## src/design/btg_pkg.sv

```systemverilog
package btg_pkg;
  // Device address; the strap pin supplies the low bit
  localparam logic [6:0] DEV_ADDR_BASE  = 7'h40;
  localparam logic [3:0] BYTE_BITS      = 4'h8;

  // Register offsets
  localparam logic [7:0] REG_INFLECTION = 8'h0b;
  localparam logic [7:0] REG_SLOPE      = 8'h0c;
  localparam logic [7:0] REG_ATTACK     = 8'h0e;
  localparam logic [7:0] REG_RELEASE    = 8'h0f;
  localparam logic [7:0] REG_FIXED_GAIN = 8'h10;
  localparam logic [7:0] REG_OUT_CTRL   = 8'h11;
  localparam logic [7:0] REG_AGC_STATUS = 8'h12;

  // Field widths and positions
  localparam int GAIN_W       = 5;
  localparam int SLEW_W       = 3;
  localparam int ATK_W        = 3;
  localparam int REL_W        = 4;
  localparam int CTRL_W       = 4;
  localparam int CTRL_SRC_BIT = 3;

  // Reset values and gain floor
  localparam logic [7:0]        RST_INFLECTION = 8'h80;
  localparam logic [7:0]        RST_SLOPE      = 8'h00;
  localparam logic [ATK_W-1:0]  RST_ATTACK     = 3'h0;
  localparam logic [REL_W-1:0]  RST_RELEASE    = 4'h0;
  localparam logic [GAIN_W-1:0] RST_FIXED_GAIN = 5'h07;
  localparam logic [CTRL_W-1:0] RST_OUT_CTRL   = 4'h0;
  localparam logic [GAIN_W-1:0] GAIN_MIN       = 5'h00;

  // Step timing
  localparam int CLK_HZ       = 25000000;
  localparam int CYC_PER_US   = CLK_HZ / 1000000;
  localparam int CYC_PER_MS   = CLK_HZ / 1000;
  localparam int ATK_BASE_US  = 20;
  localparam int ATK_STEP_US  = 350;
  localparam int REL_BASE_MS  = 50;
  localparam int REL_STEP_MS  = 105;
  localparam int ATK_BASE_CYC = ATK_BASE_US * CYC_PER_US;
  localparam int ATK_STEP_CYC = ATK_STEP_US * CYC_PER_US;
  localparam int REL_BASE_CYC = REL_BASE_MS * CYC_PER_MS;
  localparam int REL_STEP_CYC = REL_STEP_MS * CYC_PER_MS;

  // Slope: code 0 is 1.2 V/V, LSB 37.3 mV/V; 19/512 approximates 0.0373
  localparam logic [8:0] SLOPE_BASE  = 9'h020;
  localparam int         SLOPE_NUM   = 19;
  localparam int         SLOPE_SHIFT = 9;
  localparam int         DROP_W      = 22;

  typedef enum logic [1:0] {
    AGC_HOLD    = 2'b00,
    AGC_ATTACK  = 2'b01,
    AGC_RELEASE = 2'b10
  } btg_agc_e;

  typedef enum logic [2:0] {
    I2C_IDLE  = 3'b000,
    I2C_ADDR  = 3'b001,
    I2C_PTR   = 3'b010,
    I2C_WDATA = 3'b011,
    I2C_ACK   = 3'b100,
    I2C_RDATA = 3'b101,
    I2C_RACK  = 3'b110
  } btg_i2c_e;
endpackage

```

## src/design/btg_reg_if.sv

```systemverilog
`timescale 1ns/1ps
interface btg_reg_if;
  logic       wr;
  logic [7:0] addr;
  logic [7:0] wdata;
  logic [7:0] rdata;
  modport i2c  (output wr, addr, wdata, input rdata);
  modport regs (input wr, addr, wdata, output rdata);
endinterface

```

## src/design/btg_gain_ctrl.sv

```systemverilog
`timescale 1ns/1ps
module btg_gain_ctrl
  import btg_pkg::*;
#(
  parameter int LVL_W    = 12,
  parameter int SMP_W    = 16,
  parameter int TMR_W    = 27,
  parameter int ATK_BASE = ATK_BASE_CYC,
  parameter int ATK_STEP = ATK_STEP_CYC,
  parameter int REL_BASE = REL_BASE_CYC,
  parameter int REL_STEP = REL_STEP_CYC
) (
  input  wire logic              clk,
  input  wire logic              rst_b,
  input  wire logic              scl_in,
  input  wire logic              sda_in,
  input  wire logic              addr_strap,
  output logic                   sda_out,
  output logic                   sda_oe,
  input  wire logic [7:0]        vbat_level,
  input  wire logic [LVL_W-1:0]  boost_limit,
  input  wire logic [LVL_W-1:0]  out_level,
  input  wire logic [SMP_W-1:0]  analog_sample,
  input  wire logic [SMP_W-1:0]  digital_sample,
  output logic      [SMP_W-1:0]  amp_sample,
  output logic      [GAIN_W-1:0] amp_gain,
  output logic      [SLEW_W-1:0] switching_slew_control
);
  if (LVL_W > DROP_W || REL_BASE + 15 * REL_STEP >= 2 ** (TMR_W - 1)
      || ATK_BASE < 1 || REL_BASE < 1) begin : g_bad_params
    $error("btg_gain_ctrl: level width or timer width cannot serve the step times");
  end

  btg_reg_if bus ();

  btg_i2c_slave u_i2c (
    .clk        (clk),
    .rst_b      (rst_b),
    .scl_in     (scl_in),
    .sda_in     (sda_in),
    .addr_strap (addr_strap),
    .sda_oe     (sda_oe),
    .bus        (bus)
  );

  // Open-drain: the pin is only ever pulled low
  assign sda_out = 1'b0;

  function automatic logic wr_hit(input logic wr, input logic [7:0] a, input logic [7:0] r);
    return wr && a == r;
  endfunction

  logic [7:0]        infl_q, slope_q;
  logic [ATK_W-1:0]  atk_q;
  logic [REL_W-1:0]  rel_q;
  logic [GAIN_W-1:0] fixed_q, agc_gain_q, gain_d;
  logic [CTRL_W-1:0] ctrl_q;
  logic [SMP_W-1:0]  amp_sample_q;
  logic [TMR_W-1:0]  tmr_q, tmr_d, atk_cyc_w, rel_cyc_w, ivl_w;
  btg_agc_e          agc_st_q, agc_st_d;

  always_ff @(posedge clk or negedge rst_b) begin
    if (!rst_b) begin
      infl_q  <= RST_INFLECTION;
      slope_q <= RST_SLOPE;
      atk_q   <= RST_ATTACK;
      rel_q   <= RST_RELEASE;
      fixed_q <= RST_FIXED_GAIN;
      ctrl_q  <= RST_OUT_CTRL;
    end else begin
      if (wr_hit(bus.wr, bus.addr, REG_INFLECTION)) infl_q <= bus.wdata;
      if (wr_hit(bus.wr, bus.addr, REG_SLOPE)) slope_q <= bus.wdata;
      if (wr_hit(bus.wr, bus.addr, REG_ATTACK)) atk_q <= bus.wdata[ATK_W-1:0];
      if (wr_hit(bus.wr, bus.addr, REG_RELEASE)) rel_q <= bus.wdata[REL_W-1:0];
      if (wr_hit(bus.wr, bus.addr, REG_FIXED_GAIN)) fixed_q <= bus.wdata[GAIN_W-1:0];
      if (wr_hit(bus.wr, bus.addr, REG_OUT_CTRL)) ctrl_q <= bus.wdata[CTRL_W-1:0];
    end
  end

  // Unmapped offsets read zero
  assign bus.rdata =
    (bus.addr == REG_INFLECTION) ? infl_q :
    (bus.addr == REG_SLOPE)      ? slope_q :
    (bus.addr == REG_ATTACK)     ? {{(8 - ATK_W){1'b0}}, atk_q} :
    (bus.addr == REG_RELEASE)    ? {{(8 - REL_W){1'b0}}, rel_q} :
    (bus.addr == REG_FIXED_GAIN) ? {{(8 - GAIN_W){1'b0}}, fixed_q} :
    (bus.addr == REG_OUT_CTRL)   ? {{(8 - CTRL_W){1'b0}}, ctrl_q} :
    (bus.addr == REG_AGC_STATUS) ? {1'b0, agc_st_q, agc_gain_q} : 8'h00;

  wire src_digital_w = ctrl_q[CTRL_SRC_BIT];

  always_ff @(posedge clk or negedge rst_b) begin
    if (!rst_b) begin
      amp_sample_q <= '0;
    end else begin
      amp_sample_q <= src_digital_w ? digital_sample : analog_sample;
    end
  end

  assign amp_sample             = amp_sample_q;
  assign amp_gain               = agc_gain_q;
  assign switching_slew_control = ctrl_q[SLEW_W-1:0];

  // Peak limit from battery, inflection point and slope
  logic [7:0]        vdiff_w;
  logic [8:0]        slope_eff_w;
  logic [DROP_W-1:0] drop_w, boost_full_w;
  logic [LVL_W-1:0]  limit_w;
  wire               below_w = vbat_level < infl_q;

  assign vdiff_w      = infl_q - vbat_level;
  assign slope_eff_w  = {1'b0, slope_q} + SLOPE_BASE;
  assign drop_w       = (DROP_W'(vdiff_w) * DROP_W'(slope_eff_w) * DROP_W'(SLOPE_NUM))
                        >> SLOPE_SHIFT;
  assign boost_full_w = DROP_W'(boost_limit);
  assign limit_w      = !below_w ? boost_limit :
                        (drop_w >= boost_full_w) ? '0 : LVL_W'(boost_full_w - drop_w);

  // Only the output level decides; battery acts through the limit alone
  wire over_w  = out_level > limit_w;
  wire under_w = out_level < limit_w;

  assign atk_cyc_w = TMR_W'(ATK_BASE + int'(atk_q) * ATK_STEP);
  assign rel_cyc_w = TMR_W'(REL_BASE + int'(rel_q) * REL_STEP);

  assign agc_st_d = over_w ? AGC_ATTACK :
                    (under_w && agc_gain_q < fixed_q) ? AGC_RELEASE : AGC_HOLD;

  wire enter_w = agc_st_d != agc_st_q;
  wire tick_w  = tmr_q == '0;
  wire step_w  = !enter_w && tick_w && agc_st_q != AGC_HOLD;

  // A fresh interval starts on every change of direction
  assign ivl_w = (agc_st_d == AGC_ATTACK) ? atk_cyc_w : rel_cyc_w;
  assign tmr_d = (enter_w || tick_w) ? ivl_w - 1'b1 : tmr_q - 1'b1;

  // A lowered fixed gain pulls the working gain down at once
  assign gain_d = (agc_gain_q > fixed_q) ? fixed_q :
                  (step_w && agc_st_q == AGC_ATTACK && agc_gain_q != GAIN_MIN)
                    ? agc_gain_q - 1'b1 :
                  (step_w && agc_st_q == AGC_RELEASE)
                    ? agc_gain_q + 1'b1 : agc_gain_q;

  always_ff @(posedge clk or negedge rst_b) begin
    if (!rst_b) begin
      agc_st_q   <= AGC_HOLD;
      tmr_q      <= '0;
      agc_gain_q <= RST_FIXED_GAIN;
    end else begin
      agc_st_q   <= agc_st_d;
      tmr_q      <= tmr_d;
      agc_gain_q <= gain_d;
    end
  end

  a_gain_under_fixed: assert property (@(posedge clk) disable iff (!rst_b)
    1'b1 |=> agc_gain_q <= $past(fixed_q))
    else $error("gain rose above fixed gain");
  a_gain_one_step: assert property (@(posedge clk) disable iff (!rst_b)
    (agc_gain_q <= fixed_q) |=> (agc_gain_q == $past(agc_gain_q)
      || agc_gain_q == $past(agc_gain_q) + 1'b1 || agc_gain_q == $past(agc_gain_q) - 1'b1))
    else $error("gain moved by more than one step");
  a_no_cut_under: assert property (@(posedge clk) disable iff (!rst_b)
    (!over_w && agc_gain_q <= fixed_q) |=> agc_gain_q >= $past(agc_gain_q))
    else $error("gain cut while output under limit");
  a_no_rise_over: assert property (@(posedge clk) disable iff (!rst_b)
    over_w |=> agc_gain_q <= $past(agc_gain_q))
    else $error("gain rose while output over limit");
  a_attack_cut: assert property (@(posedge clk) disable iff (!rst_b)
    (agc_st_q == AGC_ATTACK && agc_st_d == AGC_ATTACK && tick_w && agc_gain_q != GAIN_MIN
      && agc_gain_q <= fixed_q) |=> agc_gain_q == $past(agc_gain_q) - 1'b1)
    else $error("attack interval elapsed without a cut");
  a_release_rise: assert property (@(posedge clk) disable iff (!rst_b)
    (agc_st_q == AGC_RELEASE && agc_st_d == AGC_RELEASE && tick_w)
      |=> agc_gain_q == $past(agc_gain_q) + 1'b1)
    else $error("release interval elapsed without a rise");
  a_attack_load: assert property (@(posedge clk) disable iff (!rst_b)
    (agc_st_q != AGC_ATTACK && agc_st_d == AGC_ATTACK)
      |=> tmr_q == $past(atk_cyc_w) - 1'b1 ##1 tmr_q == $past(tmr_q) - 1'b1)
    else $error("attack interval not loaded");
  a_release_load: assert property (@(posedge clk) disable iff (!rst_b)
    (agc_st_q != AGC_RELEASE && agc_st_d == AGC_RELEASE) |=> tmr_q == $past(rel_cyc_w) - 1'b1)
    else $error("release interval not loaded");
  a_limit_boost: assert property (@(posedge clk) disable iff (!rst_b)
    !below_w |-> limit_w == boost_limit)
    else $error("limit not from boost above inflection");
  a_limit_floor: assert property (@(posedge clk) disable iff (!rst_b)
    below_w |-> limit_w <= boost_limit)
    else $error("limit above boost level below inflection");
  a_limit_slope: assert property (@(posedge clk) disable iff (!rst_b)
    (below_w && $stable(vbat_level) && $stable(boost_limit) && slope_q > $past(slope_q))
      |-> limit_w <= $past(limit_w))
    else $error("steeper slope raised the limit");
  a_infl_write: assert property (@(posedge clk) disable iff (!rst_b)
    (bus.wr && bus.addr == REG_INFLECTION) |=> infl_q == $past(bus.wdata))
    else $error("inflection write lost");
  a_src_single: assert property (@(posedge clk) disable iff (!rst_b)
    1'b1 |=> amp_sample == ($past(src_digital_w) ? $past(digital_sample) : $past(analog_sample)))
    else $error("amplifier source not a single input");
  a_slew_write: assert property (@(posedge clk) disable iff (!rst_b)
    (bus.wr && bus.addr == REG_OUT_CTRL)
      |=> switching_slew_control == $past(bus.wdata[SLEW_W-1:0]))
    else $error("slew code not applied");

  c_attack_step: cover property (@(posedge clk) disable iff (!rst_b)
    agc_st_q == AGC_ATTACK && step_w);
  c_release_step: cover property (@(posedge clk) disable iff (!rst_b)
    agc_st_q == AGC_RELEASE && step_w);
  c_below_infl_over: cover property (@(posedge clk) disable iff (!rst_b) below_w && over_w);
endmodule

```

## src/design/btg_i2c_slave.sv

```systemverilog
`timescale 1ns/1ps
module btg_i2c_slave
  import btg_pkg::*;
(
  input  wire logic clk,
  input  wire logic rst_b,
  input  wire logic scl_in,
  input  wire logic sda_in,
  input  wire logic addr_strap,
  output logic      sda_oe,
  btg_reg_if.i2c    bus
);
  logic [1:0] scl_s_q, sda_s_q, strap_s_q;
  logic       scl_d1_q, sda_d1_q, oe_q, wr_q, rw_ok;
  logic [3:0] bit_q;
  logic [7:0] sh_q, ptr_q;
  btg_i2c_e   st_q, nxt_q;

  always_ff @(posedge clk or negedge rst_b) begin
    if (!rst_b) begin
      scl_s_q   <= 2'h3;
      sda_s_q   <= 2'h3;
      strap_s_q <= 2'h0;
      scl_d1_q  <= 1'b1;
      sda_d1_q  <= 1'b1;
    end else begin
      scl_s_q   <= {scl_s_q[0], scl_in};
      sda_s_q   <= {sda_s_q[0], sda_in};
      strap_s_q <= {strap_s_q[0], addr_strap};
      scl_d1_q  <= scl_s_q[1];
      sda_d1_q  <= sda_s_q[1];
    end
  end

  wire       scl_w    = scl_s_q[1];
  wire       sda_w    = sda_s_q[1];
  wire       rise_w   = scl_w & ~scl_d1_q;
  wire       fall_w   = ~scl_w & scl_d1_q;
  wire       start_w  = scl_w & scl_d1_q & sda_d1_q & ~sda_w;
  wire       stop_w   = scl_w & scl_d1_q & ~sda_d1_q & sda_w;
  wire [6:0] my_addr  = DEV_ADDR_BASE | {6'h00, strap_s_q[1]};
  wire       byte_end = fall_w && bit_q == BYTE_BITS;

  assign rw_ok     = sh_q[7:1] == my_addr;
  assign sda_oe    = oe_q;
  assign bus.wr    = wr_q;
  assign bus.addr  = ptr_q;
  assign bus.wdata = sh_q;

  always_ff @(posedge clk or negedge rst_b) begin
    if (!rst_b) begin
      st_q  <= I2C_IDLE;
      nxt_q <= I2C_IDLE;
      bit_q <= 4'h0;
      sh_q  <= 8'h00;
      ptr_q <= 8'h00;
      oe_q  <= 1'b0;
      wr_q  <= 1'b0;
    end else begin
      wr_q <= 1'b0;
      // Pointer moves after the write strobe so the strobe sees its own offset
      if (wr_q) begin
        ptr_q <= ptr_q + 8'h01;
      end
      if (start_w) begin
        st_q  <= I2C_ADDR;
        bit_q <= 4'h0;
        oe_q  <= 1'b0;
      end else if (stop_w) begin
        st_q <= I2C_IDLE;
        oe_q <= 1'b0;
      end else begin
        unique case (st_q)
          I2C_IDLE: begin
          end
          I2C_ADDR, I2C_PTR, I2C_WDATA: begin
            if (rise_w) begin
              sh_q  <= {sh_q[6:0], sda_w};
              bit_q <= bit_q + 4'h1;
            end else if (byte_end) begin
              st_q  <= I2C_ACK;
              oe_q  <= 1'b1;
              bit_q <= 4'h0;
              if (st_q == I2C_ADDR) begin
                nxt_q <= sh_q[0] ? I2C_RDATA : I2C_PTR;
                if (!rw_ok) begin
                  st_q <= I2C_IDLE;
                  oe_q <= 1'b0;
                end
              end else if (st_q == I2C_PTR) begin
                ptr_q <= sh_q;
                nxt_q <= I2C_WDATA;
              end else begin
                wr_q  <= 1'b1;
                nxt_q <= I2C_WDATA;
              end
            end
          end
          I2C_ACK: begin
            if (fall_w) begin
              st_q <= nxt_q;
              if (nxt_q == I2C_RDATA) begin
                sh_q  <= bus.rdata;
                oe_q  <= ~bus.rdata[7];
                ptr_q <= ptr_q + 8'h01;
              end else begin
                oe_q <= 1'b0;
              end
            end
          end
          I2C_RDATA: begin
            if (rise_w) begin
              bit_q <= bit_q + 4'h1;
            end else if (byte_end) begin
              oe_q  <= 1'b0;
              bit_q <= 4'h0;
              st_q  <= I2C_RACK;
            end else if (fall_w) begin
              sh_q <= {sh_q[6:0], 1'b0};
              oe_q <= ~sh_q[6];
            end
          end
          I2C_RACK: begin
            // Master ack fetches the next byte, nack ends the read
            if (rise_w) begin
              st_q  <= sda_w ? I2C_IDLE : I2C_ACK;
              nxt_q <= I2C_RDATA;
            end
          end
          default: st_q <= I2C_IDLE;
        endcase
      end
    end
  end

  a_oe_acks_addr: assert property (@(posedge clk) disable iff (!rst_b)
    (byte_end && st_q == I2C_ADDR && !start_w && !stop_w) |=> oe_q == $past(rw_ok))
    else $error("address ack does not match address compare");
  c_reg_write: cover property (@(posedge clk) disable iff (!rst_b) wr_q);
endmodule

```

## config.mk

```make
export PLATFORM = sky130hd
export DESIGN_NAME = btg_gain_ctrl
export DESIGN_NICKNAME = d
export VERILOG_FILES = /design/src/design/btg_pkg.sv /design/src/design/btg_reg_if.sv /design/src/design/btg_gain_ctrl.sv /design/src/design/btg_i2c_slave.sv
export SDC_FILE = /design/constraint.sdc
export NUM_CORES = 1
export LEC_CHECK = 0
export BUFFER_PORTS_ARGS = -buffer_cell sky130_fd_sc_hd__buf_4
export CORE_MARGIN = 8
export CORE_UTILIZATION = 35
export DETAILED_ROUTE_END_ITERATION = 8
export GPL_ROUTABILITY_DRIVEN = 0
export HOLD_SLACK_MARGIN = 0.05
export PLACE_DENSITY_LB_ADDON = 0.3
export SYNTH_ARGS = -nofsm -noshare
export SYNTH_HDL_FRONTEND = slang
export SYNTH_HIERARCHICAL = 1
export SYNTH_SLANG_ARGS = --single-unit
```

## constraint.sdc

```tcl
create_clock -name clk -period 12.14 [get_ports clk]
set_clock_uncertainty 0.2 [all_clocks]
set_input_delay 3.642 -clock clk [delete_from_list [all_inputs] [get_ports clk]]
set_output_delay 3.642 -clock clk [all_outputs]
set_load 0.03 [all_outputs]
```

==> results.json <==
{
  "ys_top_cells_by_area": "dfrtp_1 19%, ha_1 15%, fa_1 9.6%",
  "numPortBuffers": 93,
  "synth_edf_count": 0,
  "clock.fmax_mhz": 67.4,
  "worst_skew_pair.late_latency_ps": 430,
  "hold_viol_final": 0,
  "antennaDiodeCount": 0,
  "nNetsFinal": 2125,
  "synth-main-ff-cell": "dfrtp_1",
  "max_slew.worst_pin.slew_ps": 958,
  "regArea_sq_um": 2970,
  "layout_setup_ws_ps": -2690,
  "synth_cells": 1530,
  "syn_nets": 1826,
  "cts_sinks": 118,
  "reg2reg_slack_ps": 100,
  "cts_root_buf": "clkbuf_16",
  "io_pins": 95,
  "drive_gt1_frac": 0.345,
  "status": "finished with violations",
  "crit_path_max_fanout": 6,
  "violations": "negative setup slack",
  "slew_viol_final": 0,
  "coreArea_sq_um": 38700,
  "relSlewSlack": 0.356,
  "regToRegEndpoint": "tmr_q[8]",
  "synthArstFlopShare": 1.00,
  "area_growth_pct": 33.5,
  "multi_input_area_sq_um": 10900,
  "globalRouteTotalUtil": 0.156,
  "maxCapViolations": 0,
  "place_ws_ps": -3350,
  "critical_path_arrival_ps": 14930,
  "rsz0062_at_grt": "yes",
  "grt-ovfl-total": 0,
  "critPathSlowestCell": "fa_1",
  "grt_max_degree": 73,
  "fin_tns_setup_ps": -77850,
  "antenna_found_initial": 0,
  "hold_slack_ps": 155,
  "grt_pass1_vias": 12500,
  "timing_worst_setup_path_type": "primary input to flip-flop",
  "setup_violations": 34,
  "postPlaceCellArea_sq_um": 16600,
  "wire_per_inst_um": 15.6,
  "crit_path_frequent_cell": "fa_1",
  "fillCellCount": 3596,
  "fin_util": 0.475,
  "die_h_um": 215,
  "yosysWarnings": 6,
  "die_x_um": 215,
  "vias": 12100,
  "power_leakage_nw": 9.00,
  "clk_path_buf_depth": 2,
  "whs_path_depth": 0,
  "min-delay-start": "u_i2c/sda_s_q[0]",
  "rows": 72,
  "drc_errors": 0,
  "grt_first_pass_wirelength_um": 61100,
  "powerDensity_nw_per_um2": 98.6,
  "synth_seq_area_share": 0.215,
  "synth_cell_type_count": 108,
  "cpPeakStageDelay_ps": 540,
  "final_antenna_net_count": 0,
  "fin_crit_sh": 1.22,
  "rr_worst_depth": 58,
  "cts_tree": "yes",
  "yosys.area.top_type": "dfrtp_1",
  "fp.dieArea_sq_um": 46000,
  "firstDrtPassIters": 5,
  "vias_per_cell": 5.12,
  "min_path_type": "flip-flop to flip-flop",
  "start_kind": "primary input",
  "synth.ff_latch_count": 118,
  "drt_iter0_markers": 646,
  "synth_top_area_frac": 0.190,
  "fin_area_sq_um": 18400,
  "cp.required_ps": 12240,
  "synth.avg_cell_area_sq_um": 9.02,
  "numCtsBuffers": 17,
  "dp_hpwl_um": 28300,
  "finalWirelength_um": 36700,
  "hold_path_end": "u_i2c/sda_s_q[1]",
  "regToRegStartpoint": "infl_q[0]",
  "min_period_ps": 14830,
  "initial_core_util": 0.356,
  "cp-end-kind": "flip-flop",
  "syn_area_sq_um": 13800,
  "cts_htree_levels": 4,
  "clk_transition_reported_paths_ps": 60,
  "peakVddDrop_v": 0.0000845,
  "hold_buffers": 0
}
through the flow:
stage | std cells | total power [mW]
floorplan | 1530 | 0.902
global route | 2360 | 1.93
detailed placement | 2275 | 1.18
CTS | 2334 | 1.77
finish | 2360 | 1.82
global placement | 2275 | 1.17
state kept, by name, summed over array words and instances, names as in the netlist, 5 cells and up:
register / flops
amp_gain: 5
amp_sample: 16
fixed_q: 5
infl_q: 8
slope_q: 8
tmr_q: 27
u_i2c/bus.addr: 8
u_i2c/bus.wdata: 8
Yosys cell counts, drive strengths merged, types with 6 or more instances:
library cell  count
nand2            97
a21oi            83
nand2b           17
xnor2            58
inv             204
mux2i            18
xor2             43
a211oi           11
o21bai           10
dfrtp           105
fa               66
a2111oi           6
o31ai            11
a22oi            14
dfstp            13
nor3b            10
o211ai           10
a22o              8
mux2             64
o21a             12
clkbuf           30
or3              12
nor2b            22
nor2             64
a21o             26
and2             52
o22ai             7
ha              161
nor3             36
buf              16
o21ai            63
a31oi             9
nand4            17
nand3            33
or2              10
nor4             10
and3             15
cells by family (layout without fill, tap and decap cells):
logic type	count (synthesis)	in the layout	share of synthesized area
fa+ha+maj	227	227	0.242
compound gates	331	331	0.168
xor+xnor	101	101	0.0652
simple gates	420	420	0.169
buf+inv	250	562	0.0754
mux	82	82	0.0653
other cells	1	1	0.000272
flops	118	118	0.215
cell type report:
cell class                 instances  area share
multi-input combinational       1162       0.590
sequential                       118       0.161
timing repair buffer             326       0.140
inverter                         204      0.0423
tap                              518      0.0352
clock buffer                      19      0.0246
clock inverter                    13     0.00666
where the power goes:
| part | switching (mW) | internal, mW |
|---|---|---|
| registers | 0.0727 | 0.440 |
| clock network | 0.208 | 0.294 |
| logic | 0.377 | 0.424 |
| total | 0.657 | 1.16 |
per-layer routing:
layer  vias up  wire (um)  track usage
li1       5947          -            -
met1      5813      16700        0.204
met2       280      17700        0.265
met3        51       1560       0.0231
met4         0        745       0.0402
met5         -          0            0
critical path: cells and delay by family:
family,cells,cell delay (ps)
compound gates,18,2770
xor+xnor,2,460
fa+ha+maj,12,4360
buf+inv,12,960
mux,2,560
simple gates,12,2140
what timing repair did:
item                       CTS  global route
setup buffers               26            27
cloned                       2             0
resized for setup           99            59
setup endpoints to repair   34            34
pin swaps                   65            53
how the worst max path moves through the flow:
stage,to,slack (ps),from
6_report,tmr_q[8],-2690,vbat_level[1]
5_1_grt,tmr_q[8],-3210,vbat_level[1]
4_1_cts,tmr_q[21],-2590,vbat_level[1]
3_5_place_dp,tmr_q[20],-3350,vbat_level[0]
3_3_place_gp,tmr_q[26],-3090,vbat_level[0]
2_1_floorplan,tmr_q[12],-2840,vbat_level[0]
cells in the final DEF (no fill, tap or decap), drive strengths merged, types with 43 or more instances in the layout:
cell	netlist	final
inv	204	207
nand2	97	97
xor2	43	43
xnor2	58	58
a21oi	83	83
nor2	64	64
dfrtp	105	105
buf	16	325
and2	52	52
mux2	64	64
ha	161	161
o21ai	63	63
fa	66	66
(Power assumes the default switching activity.)
